==> config.mk <==
export PLATFORM = sky130hd
export DESIGN_NAME = timer_top
export DESIGN_NICKNAME = d
export VERILOG_FILES = /design/src/rtl/timer_pkg.sv /design/src/rtl/timer_top.sv /design/src/rtl/timer_prescaler.sv /design/src/rtl/timer_deadband.sv
export SDC_FILE = /design/constraint.sdc
export NUM_CORES = 1
export LEC_CHECK = 0
export ABC_AREA = 1
export ABC_CLOCK_PERIOD_IN_PS = 5000
export BUFFER_PORTS_ARGS = -buffer_cell sky130_fd_sc_hd__buf_2
export CAP_MARGIN = 20
export CORE_MARGIN = 8
export CORE_UTILIZATION = 29
export CTS_BUF_LIST = sky130_fd_sc_hd__clkbuf_4 sky130_fd_sc_hd__clkbuf_8
export CTS_CLUSTER_DIAMETER = 150
export CTS_CLUSTER_SIZE = 8
export DETAILED_ROUTE_END_ITERATION = 16
export GPL_ROUTABILITY_DRIVEN = 0
export PLACE_DENSITY = 0.54
export SETUP_SLACK_MARGIN = 0.1
export SYNTH_ARGS = -nofsm -noshare
export SYNTH_HDL_FRONTEND = slang
export SYNTH_SLANG_ARGS = --single-unit
==> constraint.sdc <==
create_clock -name ref_clk -period 5 [get_ports ref_clk]
set_input_delay 0.25 -clock ref_clk [delete_from_list [all_inputs] [get_ports ref_clk]]
set_output_delay 0.25 -clock ref_clk [all_outputs]
set_load 0.02 [all_outputs]
==> src/rtl/timer_pkg.sv <==
// constants, register map and carrier types of the 16-bit timer
// assumes one 20 MHz system clock and an 8-bit register port
package timer_pkg;

  localparam int ADDR_W = 4;
  localparam int DATA_W = 8;
  localparam int CNT_W  = 16;
  localparam int PRE_W  = 7;
  localparam int DB_W   = 3;

  // register offsets
  localparam logic [ADDR_W-1:0] ADDR_CTRL       = 4'h0;
  localparam logic [ADDR_W-1:0] ADDR_CTRL_ZERO  = 4'h1;
  localparam logic [ADDR_W-1:0] ADDR_COUNT_HI   = 4'h2;
  localparam logic [ADDR_W-1:0] ADDR_COUNT_LO   = 4'h3;
  localparam logic [ADDR_W-1:0] ADDR_RELOAD_HI  = 4'h4;
  localparam logic [ADDR_W-1:0] ADDR_RELOAD_LO  = 4'h5;
  localparam logic [ADDR_W-1:0] ADDR_PWM_HI     = 4'h6;
  localparam logic [ADDR_W-1:0] ADDR_PWM_LO     = 4'h7;
  localparam logic [ADDR_W-1:0] ADDR_CAPTURE_HI = 4'h8;
  localparam logic [ADDR_W-1:0] ADDR_CAPTURE_LO = 4'h9;
  localparam logic [ADDR_W-1:0] ADDR_IRQ_STATUS = 4'ha;
  localparam logic [ADDR_W-1:0] ADDR_IRQ_MASK   = 4'hb;

  // reset values and fixed counts
  localparam logic [CNT_W-1:0]  COUNT_RESET    = 16'h0000;
  localparam logic [CNT_W-1:0]  COUNT_RESTART  = 16'h0001;
  localparam logic [CNT_W-1:0]  RELOAD_RESET   = 16'hffff;
  localparam logic [CNT_W-1:0]  PWM_RESET      = 16'h0000;
  localparam logic [DATA_W-1:0] DATA_ZERO      = 8'h00;
  localparam logic [PRE_W-1:0]  PRE_ZERO       = 7'h00;
  localparam logic [DB_W-1:0]   DB_ZERO        = 3'h0;
  localparam logic [DB_W-1:0]   DB_ONE         = 3'h1;

  typedef enum logic [2:0] {
    MODE_CONTINUOUS  = 3'h0,
    MODE_PWM_DUAL    = 3'h1,
    MODE_CAPTURE_RST = 3'h2,
    MODE_COMP_COUNT  = 3'h3
  } mode_t;

  // control register layout, bit 7 down to bit 0
  typedef struct packed {
    logic             enable;
    logic             output_polarity_bit;
    logic [2:0]       prescale_exponent;
    mode_t            mode;
  } ctrl_t;

  // second control register: alternate function and deadband
  typedef struct packed {
    logic             alt_fn_en;
    logic [3:0]       unused;
    logic [DB_W-1:0]  deadband_delay_field;
  } ctrl_zero_t;

  // interrupt status and mask layout
  typedef struct packed {
    logic             match;
    logic             capture;
    logic             reload;
  } irq_t;

  localparam ctrl_t      CTRL_RESET      = '{1'b0, 1'b0, 3'h0, MODE_CONTINUOUS};
  localparam ctrl_zero_t CTRL_ZERO_RESET = '{1'b0, 4'h0, 3'h0};
  localparam irq_t       IRQ_NONE        = '{1'b0, 1'b0, 1'b0};

  // low bits all ones for the divide-by-two-to-the-n terminal count
  function automatic logic [PRE_W-1:0] prescale_mask(input logic [2:0] e);
    logic [PRE_W:0] one;
    one = 8'h01 << e;
    return PRE_W'(one - 8'h01);
  endfunction : prescale_mask

  function automatic logic [DATA_W-1:0] byte_of(input logic [CNT_W-1:0] v, input logic hi);
    return hi ? v[15:8] : v[7:0];
  endfunction : byte_of

  function automatic logic [CNT_W-1:0] set_byte(input logic [CNT_W-1:0] v, input logic hi,
                                                input logic [DATA_W-1:0] b);
    return hi ? {b, v[7:0]} : {v[15:8], b};
  endfunction : set_byte

endpackage : timer_pkg

==> src/rtl/timer_top.sv <==
// 16-bit timer: continuous, dual pwm, capture-restart, comparator
// counter; registers on a plain strobe port, read data a cycle later
// assumes synchronous inputs and one system clock domain
//
// Function
// - continuous mode counts prescaled clock up to reload
// - at reload raise interrupt, restart count at one
// - continuous reload toggles output when alternate enabled
// - pwm polarity zero: match high, reload low
// - pwm polarity one inverts output levels; deadband gaps stay low in both
// - deadband delays only rising edges of outputs
// - capture edge rising at polarity zero, else falling
// - comparator counter: disabled output equals polarity, toggles
// - enabled alternate pin shows polarity while disabled
// - polarity change while running waits for next pwm event, else for stop
// - prescale divides by two to exponent power
`timescale 1ns/100ps
module timer_top
  import timer_pkg::*;
(
  input  wire logic              ref_clk,           // 20 MHz system clock
  input  wire logic              reset_n,           // async reset, active low
  input  wire logic [ADDR_W-1:0] addr,              // register address
  input  wire logic [DATA_W-1:0] wr_data,           // write data
  input  wire logic              wr_strobe,         // one-cycle write
  input  wire logic              rd_strobe,         // one-cycle read
  output logic      [DATA_W-1:0] rd_data,           // read data, next cycle
  input  wire logic              timer_in,          // capture or count input
  output logic                   timer_output_pin,  // timer output level
  output logic                   timer_pin_oe,      // pin driven by timer
  output logic                   timer_output_comp, // complement output
  output logic                   reload_pulse,      // one cycle per reload
  output logic                   irq                // masked status level
);

  ////////////////////////////////////////////////////////////
  // state

  ctrl_t            ctrl_reg,    ctrl_next;
  ctrl_zero_t       ctrl0_reg,   ctrl0_next;
  logic [CNT_W-1:0] count_reg,   count_next;
  logic [CNT_W-1:0] reload_reg,  reload_next;
  logic [CNT_W-1:0] pwm_reg,     pwm_next;
  logic [CNT_W-1:0] capture_reg, capture_next;
  irq_t             status_reg,  status_next;
  irq_t             mask_reg,    mask_next;
  logic             out_reg,     out_next;
  logic             in_prev_reg;
  logic             pulse_reg,   pulse_next;
  logic             irq_reg,     irq_next;
  logic             oe_reg;
  logic [DATA_W-1:0] rd_reg,     rd_next;

  logic             tick;
  logic             step;
  logic             at_reload;
  logic             at_match;
  logic             cap_edge;
  logic             run;
  logic             pol;
  logic [DB_W-1:0]  db_delay;
  irq_t             events;
  irq_t             clear;

  ////////////////////////////////////////////////////////////
  // prescaler and deadband stages

  timer_prescaler u_prescaler (
    .ref_clk  (ref_clk),
    .reset_n  (reset_n),
    .enable   (ctrl_reg.enable),
    .exponent (ctrl_reg.prescale_exponent),
    .tick     (tick)
  );

  // deadband only applies in dual pwm; elsewhere rise with no delay
  assign db_delay = (ctrl_reg.mode == MODE_PWM_DUAL) ?
                    ctrl0_reg.deadband_delay_field : DB_ZERO;

  timer_deadband u_db_out (
    .ref_clk (ref_clk),
    .reset_n (reset_n),
    .level   (out_reg),
    .delay   (db_delay),
    .q       (timer_output_pin)
  );

  timer_deadband u_db_comp (
    .ref_clk (ref_clk),
    .reset_n (reset_n),
    .level   (~out_reg),
    .delay   (db_delay),
    .q       (timer_output_comp)
  );

  ////////////////////////////////////////////////////////////
  // event decode

  assign run = ctrl_reg.enable;
  assign pol = ctrl_reg.output_polarity_bit;

  // capture edge follows polarity; comparator count always uses the rising edge
  assign cap_edge = pol ? (in_prev_reg && !timer_in)
                        : (!in_prev_reg && timer_in);

  // comparator counter counts input edges, all others the prescaler
  always_comb
  begin
    step = tick;
    if (ctrl_reg.mode == MODE_COMP_COUNT)
    begin
      step = run && !in_prev_reg && timer_in;
    end
  end

  assign at_reload = step && (count_reg == reload_reg);
  assign at_match  = run && (ctrl_reg.mode == MODE_PWM_DUAL) &&
                     step && (count_reg == pwm_reg);
  assign events.reload  = at_reload;
  assign events.capture = run && cap_edge &&
                          (ctrl_reg.mode == MODE_CAPTURE_RST);
  assign events.match   = at_match;

  ////////////////////////////////////////////////////////////
  // counter, capture and register writes
  // a bus write to the count wins over counting in the same cycle

  always_comb
  begin
    ctrl_next    = ctrl_reg;
    ctrl0_next   = ctrl0_reg;
    count_next   = count_reg;
    reload_next  = reload_reg;
    pwm_next     = pwm_reg;
    capture_next = capture_reg;
    mask_next    = mask_reg;
    clear        = IRQ_NONE;
    if (events.capture)
    begin
      capture_next = count_reg;
      count_next   = COUNT_RESTART;
    end
    else if (at_reload)
    begin
      count_next = COUNT_RESTART;
    end
    else if (step)
    begin
      count_next = count_reg + COUNT_RESTART;
    end
    if (wr_strobe)
    begin
      case (addr)
        ADDR_CTRL:       ctrl_next    = ctrl_t'(wr_data);
        ADDR_CTRL_ZERO:  ctrl0_next   = ctrl_zero_t'(wr_data & 8'h87);
        ADDR_COUNT_HI:   count_next   = set_byte(count_reg, 1'b1, wr_data);
        ADDR_COUNT_LO:   count_next   = set_byte(count_reg, 1'b0, wr_data);
        ADDR_RELOAD_HI:  reload_next  = set_byte(reload_reg, 1'b1, wr_data);
        ADDR_RELOAD_LO:  reload_next  = set_byte(reload_reg, 1'b0, wr_data);
        ADDR_PWM_HI:     pwm_next     = set_byte(pwm_reg, 1'b1, wr_data);
        ADDR_PWM_LO:     pwm_next     = set_byte(pwm_reg, 1'b0, wr_data);
        ADDR_IRQ_STATUS: clear        = irq_t'(wr_data[2:0]);
        ADDR_IRQ_MASK:   mask_next    = irq_t'(wr_data[2:0]);
        default:         clear        = IRQ_NONE;
      endcase
    end
  end

  ////////////////////////////////////////////////////////////
  // output level: follows polarity while stopped, moves only on
  // events while running, so a polarity write waits for a pwm event or the stop

  always_comb
  begin
    out_next = out_reg;
    if (!run)
    begin
      out_next = pol;
    end
    else
    begin
      case (ctrl_reg.mode)
        MODE_PWM_DUAL:
        begin
          if (at_reload)
          begin
            out_next = pol;
          end
          else if (at_match)
          begin
            out_next = !pol;
          end
        end
        MODE_CONTINUOUS, MODE_COMP_COUNT:
        begin
          if (at_reload)
          begin
            out_next = !out_reg;
          end
        end
        default:
        begin
          out_next = out_reg;
        end
      endcase
    end
  end

  ////////////////////////////////////////////////////////////
  // interrupt status: set wins over a write-one clear

  always_comb
  begin
    status_next = (status_reg & ~clear) | events;
    irq_next    = |(status_next & mask_next);
    pulse_next  = at_reload;
  end

  ////////////////////////////////////////////////////////////
  // read mux; unmapped addresses read zero

  always_comb
  begin
    rd_next = DATA_ZERO;
    if (rd_strobe)
    begin
      case (addr)
        ADDR_CTRL:       rd_next = ctrl_reg;
        ADDR_CTRL_ZERO:  rd_next = ctrl0_reg;
        ADDR_COUNT_HI:   rd_next = byte_of(count_reg, 1'b1);
        ADDR_COUNT_LO:   rd_next = byte_of(count_reg, 1'b0);
        ADDR_RELOAD_HI:  rd_next = byte_of(reload_reg, 1'b1);
        ADDR_RELOAD_LO:  rd_next = byte_of(reload_reg, 1'b0);
        ADDR_PWM_HI:     rd_next = byte_of(pwm_reg, 1'b1);
        ADDR_PWM_LO:     rd_next = byte_of(pwm_reg, 1'b0);
        ADDR_CAPTURE_HI: rd_next = byte_of(capture_reg, 1'b1);
        ADDR_CAPTURE_LO: rd_next = byte_of(capture_reg, 1'b0);
        ADDR_IRQ_STATUS: rd_next = {5'h00, status_reg};
        ADDR_IRQ_MASK:   rd_next = {5'h00, mask_reg};
        default:         rd_next = DATA_ZERO;
      endcase
    end
  end

  ////////////////////////////////////////////////////////////
  // registers

  always_ff @(posedge ref_clk or negedge reset_n)
  begin
    if (!reset_n)
    begin
      ctrl_reg    <= CTRL_RESET;
      ctrl0_reg   <= CTRL_ZERO_RESET;
      count_reg   <= COUNT_RESET;
      reload_reg  <= RELOAD_RESET;
      pwm_reg     <= PWM_RESET;
      capture_reg <= COUNT_RESET;
      status_reg  <= IRQ_NONE;
      mask_reg    <= IRQ_NONE;
      out_reg     <= 1'b0;
      in_prev_reg <= 1'b0;
      pulse_reg   <= 1'b0;
      irq_reg     <= 1'b0;
      oe_reg      <= 1'b0;
      rd_reg      <= DATA_ZERO;
    end
    else
    begin
      ctrl_reg    <= ctrl_next;
      ctrl0_reg   <= ctrl0_next;
      count_reg   <= count_next;
      reload_reg  <= reload_next;
      pwm_reg     <= pwm_next;
      capture_reg <= capture_next;
      status_reg  <= status_next;
      mask_reg    <= mask_next;
      out_reg     <= out_next;
      in_prev_reg <= timer_in;
      pulse_reg   <= pulse_next;
      irq_reg     <= irq_next;
      oe_reg      <= ctrl0_next.alt_fn_en;
      rd_reg      <= rd_next;
    end
  end

  // pin drive ignores any data-direction setting outside the timer
  assign timer_pin_oe = oe_reg;
  assign reload_pulse = pulse_reg;
  assign irq          = irq_reg;
  assign rd_data      = rd_reg;

endmodule : timer_top

==> src/rtl/timer_prescaler.sv <==
// power-of-two prescaler giving one-cycle count ticks
// assumes enable comes from a register of the timer top
`timescale 1ns/100ps
module timer_prescaler
  import timer_pkg::*;
(
  input  wire logic       ref_clk,   // system clock
  input  wire logic       reset_n,   // async reset, active low
  input  wire logic       enable,    // timer enable
  input  wire logic [2:0] exponent,  // divide by two to this power
  output logic            tick       // one-cycle count tick
);

  logic [PRE_W-1:0] div_reg;
  logic [PRE_W-1:0] div_next;
  logic [PRE_W-1:0] mask;

  ////////////////////////////////////////////////////////////
  // held at zero while disabled so every restart divides cleanly
  always_comb
  begin
    mask     = prescale_mask(exponent);
    tick     = enable && (div_reg == mask);
    div_next = div_reg + 7'h01;
    if (!enable || tick)
    begin
      div_next = PRE_ZERO;
    end
  end

  always_ff @(posedge ref_clk or negedge reset_n)
  begin
    if (!reset_n)
    begin
      div_reg <= PRE_ZERO;
    end
    else
    begin
      div_reg <= div_next;
    end
  end

endmodule : timer_prescaler

==> src/rtl/timer_deadband.sv <==
// delays only the rising edge of one output by a few cycles
// assumes a level input from the timer output logic
`timescale 1ns/100ps
module timer_deadband
  import timer_pkg::*;
(
  input  wire logic            ref_clk,  // system clock
  input  wire logic            reset_n,  // async reset, active low
  input  wire logic            level,    // undelayed level
  input  wire logic [DB_W-1:0] delay,    // extra cycles on rising edge
  output logic                 q         // delayed level, registered
);

  logic [DB_W-1:0] wait_reg;
  logic [DB_W-1:0] wait_next;
  logic            q_next;

  ////////////////////////////////////////////////////////////
  // falling edges pass at once, rising edges wait out the delay
  always_comb
  begin
    wait_next = DB_ZERO;
    q_next    = 1'b0;
    if (level)
    begin
      if (q || wait_reg >= delay)
      begin
        q_next    = 1'b1;
        wait_next = wait_reg;
      end
      else
      begin
        wait_next = wait_reg + DB_ONE;
      end
    end
  end

  always_ff @(posedge ref_clk or negedge reset_n)
  begin
    if (!reset_n)
    begin
      wait_reg <= DB_ZERO;
      q        <= 1'b0;
    end
    else
    begin
      wait_reg <= wait_next;
      q        <= q_next;
    end
  end

endmodule : timer_deadband

* Word level (Yosys, flattened, before mapping) *
Index checks and enable logic that the tools add are counted.
W data, S select, Z words.

cells by class
  magnitude comparators = 2
  bitwise gates (word level) = 8
  reductions and logical operators = 30
  mux-type cells = 30
  add/sub/neg operators = 5
  equality and inequality tests = 24
  shifts and indexed selects = 1

operators with widths
  operator                 count
  $pmux W16 S2             3
  $pmux W8 S12             1
  $mux W16                 4
  $eq A16 B16 Y1           2
  $mux W3                  9
  $add A16 B1 Y16 const B  1
  $eq A4 B3 Y1 const B     4
  $eq A4 B4 Y1 const B     4
  $reduce_and A3 Y1        5
  $logic_and A1 B1 Y1      11
  $mux W1                  10
  $eq A4 B2 Y1 const B     2
  $mux W8                  1
  $ne A2 B2 Y1 const B     4
  $add A7 B1 Y7 const B    1
  $eq A7 B7 Y1             1
  $mux W7                  1
  $shl A1 B3 Y7 const A    1
  $sub A7 B1 Y7 const B    1
  $add A3 B1 Y3 const B    2
  $and A3 B3 Y3            2
  $eq A3 B2 Y1 const B     2
  $ge A3 B3 Y1             2
  $logic_not A1 Y1         5
  15 further kinds         21

storage, ports and cells
  input port bits = 17
  flip-flop bits (word level) = 109
  output and inout bits = 13
  logic and storage cells = 129

* Depth between registers and ports, before layout *
  depth in word-level cells = 11
  mapped depth = 15
  mapped depth without buffers = 14

* Hierarchy *
From an unflattened synthesis, not the netlist that was laid out.

second synthesis, totals
  cell total of the unflattened synthesis = 882
  area total of the unflattened synthesis = 6585.1 um^2

modules (own cells, without submodules)
  module           cells each  seq. area each (um^2)  instances  area each (um^2)
  timer_top        742         2372.3                 1          5535.3
  timer_deadband   35          100.1                  2          271.5
  timer_prescaler  70          175.2                  1          506.7

* Worst setup path after synthesis *
Ideal clock, no wire load.

  path kind = flip-flop to flip-flop
  from = register ctrl_reg[1] (netlist bit)
  to = register u_db_out.wait_reg[2]
  period minus slack after synthesis = 1.703 ns
  setup time = 0.077 ns
  slack = 3.297 ns
  buffers on the path = 0
  required time = 4.923 ns
  stages on the path, launching flop included = 12
  arrival = 1.625 ns
  path through = dfrtp_1 -> inv_1 -> nand2_1 -> nor2_1 -> nand2_1 -> ha_1 -> a21boi_0 -> o21ai_0 -> nand2_1 -> nor2_1 -> o21ai_0 -> a21oi_1

on the way
  longest elaborated chain between the ends = 5

ends and longest elaborated chain
  item                    RTL line              text
  start, declared         timer_top.sv:39       ctrl_t ctrl_reg, ctrl_next;
  start signal, assigned  timer_top.sv:269      ctrl_reg <= ctrl_next;
  $eq A3 B1 Y1            timer_top.sv:77       assign db_delay = (ctrl_reg.mode == MODE_PWM_DUAL) ?
  $mux W3                 timer_top.sv:77
  $ge A3 B3 Y1            timer_deadband.sv:26  if (q || wait_reg >= delay)
  $logic_or A1 B1 Y1      timer_deadband.sv:26
  $ne A2 B2 Y1 (no line)  n/a
  end signal, assigned    timer_deadband.sv:47  wait_reg <= wait_next;
  end, declared           timer_deadband.sv:14  logic [DB_W-1:0] wait_reg;

Every way passes these cells.
A chain may end at the register's enable or synchronous reset.

* Worst setup path in the final report *
  from = register count_reg[11]
  to = register count_reg[10]

on the way
  longest elaborated chain between the ends = 6

ends and longest elaborated chain
  item                    RTL line          text
  start, declared         timer_top.sv:41   logic [CNT_W-1:0] count_reg, count_next;
  start signal, assigned  timer_top.sv:271  count_reg <= count_next;
  $eq A16 B16 Y1 *        timer_top.sv:116  assign at_reload = step && (count_reg == reload_reg);
  $logic_and A1 B1 Y1 *   timer_top.sv:116
  $mux W16 *              timer_top.sv:143  else if (at_reload)
  $mux W16 *              timer_top.sv:138  if (events.capture)
  $pmux W16 S2            timer_top.sv:153  case (addr)
  $mux W16 *              timer_top.sv:151  if (wr_strobe)

Every way passes the cells marked *; elsewhere a longest branch is shown, timed or not.

==> flow_summary.rst <==
.. list-table::
   :header-rows: 1

   * - Metric
     - Value
   * - Cell Rows
     - 53
   * - Pre-Repair DR Iteration Count
     - 5
   * - Final hold viol count
     - 0
   * - Fraction of synthesized cell area in xor and xnor cells
     - 2.830%
   * - Number of port buffers
     - 29
   * - Clk sink count
     - 109
   * - CTS clk-pin slew, worst paths
     - 0.12 ns
   * - Count of boundary I/O pins
     - 30
   * - Gate count of the mapped netlist
     - 819
   * - Number of distinct library cells after synthesis
     - 39
   * - Clock tree root buffer cell
     - sky130_fd_sc_hd__clkbuf_8
   * - Warnings, synthesis
     - 0
   * - Antenna violations before repair
     - 0
   * - Area of the placeable core
     - 0.02096 mm²
   * - Final net count
     - 867
   * - Share of post-route cells with drive strength above 1
     - 9.941%
   * - Max Transition Viols Final
     - 0
   * - Maximum fanout encountered on the critical timing path
     - 15
   * - Kind of end point of the critical path
     - flop
   * - Worst hold path class
     - in2reg
   * - Transition time at the pin with the least slew margin
     - 0.9107 ns
   * - Vias in the first global route
     - 5521
   * - Leading cell types by total area after synthesis
     - sky130_fd_sc_hd__dfrtp_1 38%, sky130_fd_sc_hd__nand2_1 14%, sky130_fd_sc_hd__dfstp_2 6.8%
   * - CTS tree
     - yes
   * - Count of routing violations after the opening detailed-route iteration
     - 603
   * - WP data arrival
     - 2.78 ns
   * - Max-capacitance violation count
     - 0
   * - Leakage power
     - 3.235 nW
   * - Routed via count divided by cell count
     - 5.141
   * - Final Util
     - 32.40%
   * - Longest Clk Path Bufs
     - 2
   * - Sequential cell area fraction in the yosys report
     - 44.39%
   * - Clock insertion delay at the later pin of the skew report
     - 0.41 ns
   * - Sum of net half-perimeters after detailed placement
     - 15.06 mm
   * - Critical path class
     - reg2reg
   * - Post-Route Hold Slack
     - 0.1049 ns
   * - Die Width
     - 162.1 µm
   * - Period utilization
     - 49.62%
   * - PwrDens
     - 450.6 mW/mm²
   * - Sort of element at the start of the critical path
     - flop
   * - Simple-gate share of the synthesized area
     - 26.10%
   * - Highest achievable clock rate
     - 0.4031 GHz
   * - Global-route wire length before repair
     - 32.11 mm
   * - Effective utilization at floorplan
     - 29.54%
   * - Post-CTS setup-driven buffer insertion count
     - 0
   * - Most used DFF post-synth
     - sky130_fd_sc_hd__dfrtp_1
   * - Count of state elements after synthesis
     - 109
   * - Remaining antenna violation count
     - 0
   * - Final critical delay including setup and external delays
     - 2.481 ns
   * - Synth async-reset ratio
     - 100.0%
   * - Residual overflow from global routing
     - 0
   * - Final Setup Violations
     - 0
   * - Post-detailed-routing wire length
     - 20.30 mm
   * - Die height
     - 162.1 µm
   * - Antenna diodes
     - 0
   * - Run status
     - finished clean
   * - Synth Area in Adders
     - 2.021%
   * - Setup clock skew after layout
     - 0.01843 ns
   * - Layout fillers
     - 2335
   * - Worst-case headroom to the max-slew limit
     - 39.28%
   * - Sequential standard cell area
     - 0.002748 mm²
   * - Synthesized Nets
     - 846
   * - Worst path required time
     - 5.30 ns
   * - Maximum number of pins on one net before global-route repair
     - 69
   * - Synthesized area
     - 0.006190 mm²
   * - Total routing usage reported by global routing
     - 15.71%
   * - Maximum ir drop on the vdd rail
     - 0.0001790 V
   * - Total power after layout
     - 3.059 mW
   * - Die area
     - 0.02627 mm²
   * - Average footprint of a synthesized cell
     - 7.558 µm²
   * - Compound-Gate Fraction of Synth Area
     - 15.75%
   * - H-tree levels
     - 3
   * - Area leader, netlist
     - sky130_fd_sc_hd__dfrtp_1
   * - Area of the multi-input gates
     - 0.002890 mm²
   * - Post-detailed-route DRC marker count
     - 0
   * - Combinational family with the most area after synthesis
     - simple AND/OR/NAND/NOR gates
   * - Synthesis-to-finish area growth
     - 9.683%
   * - Post-synthesis mux area share
     - 0%
   * - Setup repair after global routing missed its margin
     - no
   * - Average routed wire per standard cell
     - 18.12 µm
   * - Fraction of synthesized cell area taken by the top area cell type
     - 37.60%
   * - Setup Total Neg Slack
     - 0 ns
   * - Vias after detailed routing
     - 5758
   * - Total CTS buffers
     - 9
   * - Count of flip-flops with a built-in enable after synthesis
     - 0
## critical path, stage by stage, from the launching register on
cell,delay (ns)
sky130_fd_sc_hd__dfrtp_1,0.62
sky130_fd_sc_hd__inv_1,0.25
sky130_fd_sc_hd__nand2_1,0.13
sky130_fd_sc_hd__nand4_1,0.09
sky130_fd_sc_hd__nor2_1,0.11
sky130_fd_sc_hd__nand2_1,0.06
sky130_fd_sc_hd__nor2_1,0.29
sky130_fd_sc_hd__nand3_2,0.27
sky130_fd_sc_hd__nand3_2,0.16
sky130_fd_sc_hd__inv_2,0.15
sky130_fd_sc_hd__a21oi_1,0.19
sky130_fd_sc_hd__nor2_1,0.05
## power by group
| part | switching [mW] | internal [mW] |
|---|---|---|
| logic | 0.668 | 0.355 |
| clock network | 0.330 | 0.253 |
| registers | 0.313 | 1.14 |
| total | 1.31 | 1.75 |
## cells in the final DEF, fill, tap and decap left out, types with 2 or more instances in the layout
cell,count
sky130_fd_sc_hd__dlygate4sd3_1,2
sky130_fd_sc_hd__inv_1,104
sky130_fd_sc_hd__dfrtp_1,93
sky130_fd_sc_hd__a21oi_1,14
sky130_fd_sc_hd__o21ai_1,3
sky130_fd_sc_hd__xnor2_1,8
sky130_fd_sc_hd__nor2_2,5
sky130_fd_sc_hd__buf_2,28
sky130_fd_sc_hd__a22oi_2,2
sky130_fd_sc_hd__nand2_4,2
sky130_fd_sc_hd__a31oi_1,2
sky130_fd_sc_hd__o41ai_1,2
sky130_fd_sc_hd__clkinv_2,2
sky130_fd_sc_hd__a22oi_1,6
sky130_fd_sc_hd__nand4_1,14
sky130_fd_sc_hd__ha_1,10
sky130_fd_sc_hd__nor3b_1,2
sky130_fd_sc_hd__o22ai_1,48
sky130_fd_sc_hd__o2111ai_1,4
sky130_fd_sc_hd__dfstp_2,16
sky130_fd_sc_hd__nor2_1,65
sky130_fd_sc_hd__o21ai_0,71
sky130_fd_sc_hd__nand3_2,3
sky130_fd_sc_hd__a21boi_0,2
sky130_fd_sc_hd__xor2_1,12
sky130_fd_sc_hd__buf_4,4
sky130_fd_sc_hd__inv_2,4
sky130_fd_sc_hd__a41oi_1,4
sky130_fd_sc_hd__nand2_1,228
sky130_fd_sc_hd__clkbuf_8,10
sky130_fd_sc_hd__nor3_1,12
sky130_fd_sc_hd__nand3_1,51
sky130_fd_sc_hd__inv_6,2
## Yosys cell counts (8+ instances only)
library cell and instances:
sky130_fd_sc_hd__a21oi_1 14, sky130_fd_sc_hd__buf_2 13, sky130_fd_sc_hd__clkbuf_1 8, sky130_fd_sc_hd__dfrtp_1 93
sky130_fd_sc_hd__dfstp_2 16, sky130_fd_sc_hd__ha_1 10, sky130_fd_sc_hd__inv_1 104, sky130_fd_sc_hd__nand2_1 228
sky130_fd_sc_hd__nand3_1 51, sky130_fd_sc_hd__nand4_1 14, sky130_fd_sc_hd__nor2_1 65, sky130_fd_sc_hd__nor3_1 12
sky130_fd_sc_hd__o21ai_0 71, sky130_fd_sc_hd__o22ai_1 48, sky130_fd_sc_hd__xnor2_1 8, sky130_fd_sc_hd__xor2_1 12
## cells by family (layout without fill, tap and decap cells)
family	Yosys count	after routing
xor+xnor	20	20
buf+inv	133	159
simple gates	384	384
compound gates	163	163
fa+ha+maj	10	10
flops	109	109
## worst paths after layout
check | start | to | slack (ns) | cells past startpoint
setup / recovery | count_reg[11] | count_reg[10] | 2.52 | 11
hold / removal | rd_strobe | rd_data[7] | 0.10 | 3
setup reg to reg | count_reg[11] | count_reg[10] | 2.52 | 11
hold reg to reg | u_db_out.wait_reg[2] | u_db_out.wait_reg[2] | 0.49 | 1
max in group asynchronous | reset_n | reload_reg[4] | 3.37 | 3
min in group asynchronous | reset_n | u_db_comp.wait_reg[1] | 0.50 | 2
## stage by stage
stage	cell area, µm²	cells	worst slack, ns
after floorplan	6190	819	3.297
after global placement	6566	1102	2.601
after detailed placement	6566	1102	2.581
after CTS	6789	1120	2.566
after global routing	6789	1120	2.414
final	6789	1120	2.519
## layout make-up
type	instances	share of cell area, %
clock buffer	11	2.138
inverter	109	6.100
timing repair buffer	34	2.801
multi-input combinational	577	42.57
sequential	109	40.47
tap	275	5.068
clock inverter	5	0.8478
## routing by layer
layer  vias up  global-route usage (%)  share of wire, %
met5         -                       0                 0
met3        23                   4.303               8.3
met2       225                   23.30                43
met4         0                   3.451               1.4
li1       2746                       -                 -
met1      2764                   22.27                47
## what timing repair did
item,4_1_cts,5_1_grt
endpoints found under the hold margin,23,0
hold buffers,2,0
gates resized for setup,0,0
Note: power is estimated with default switching activity, not from simulation.
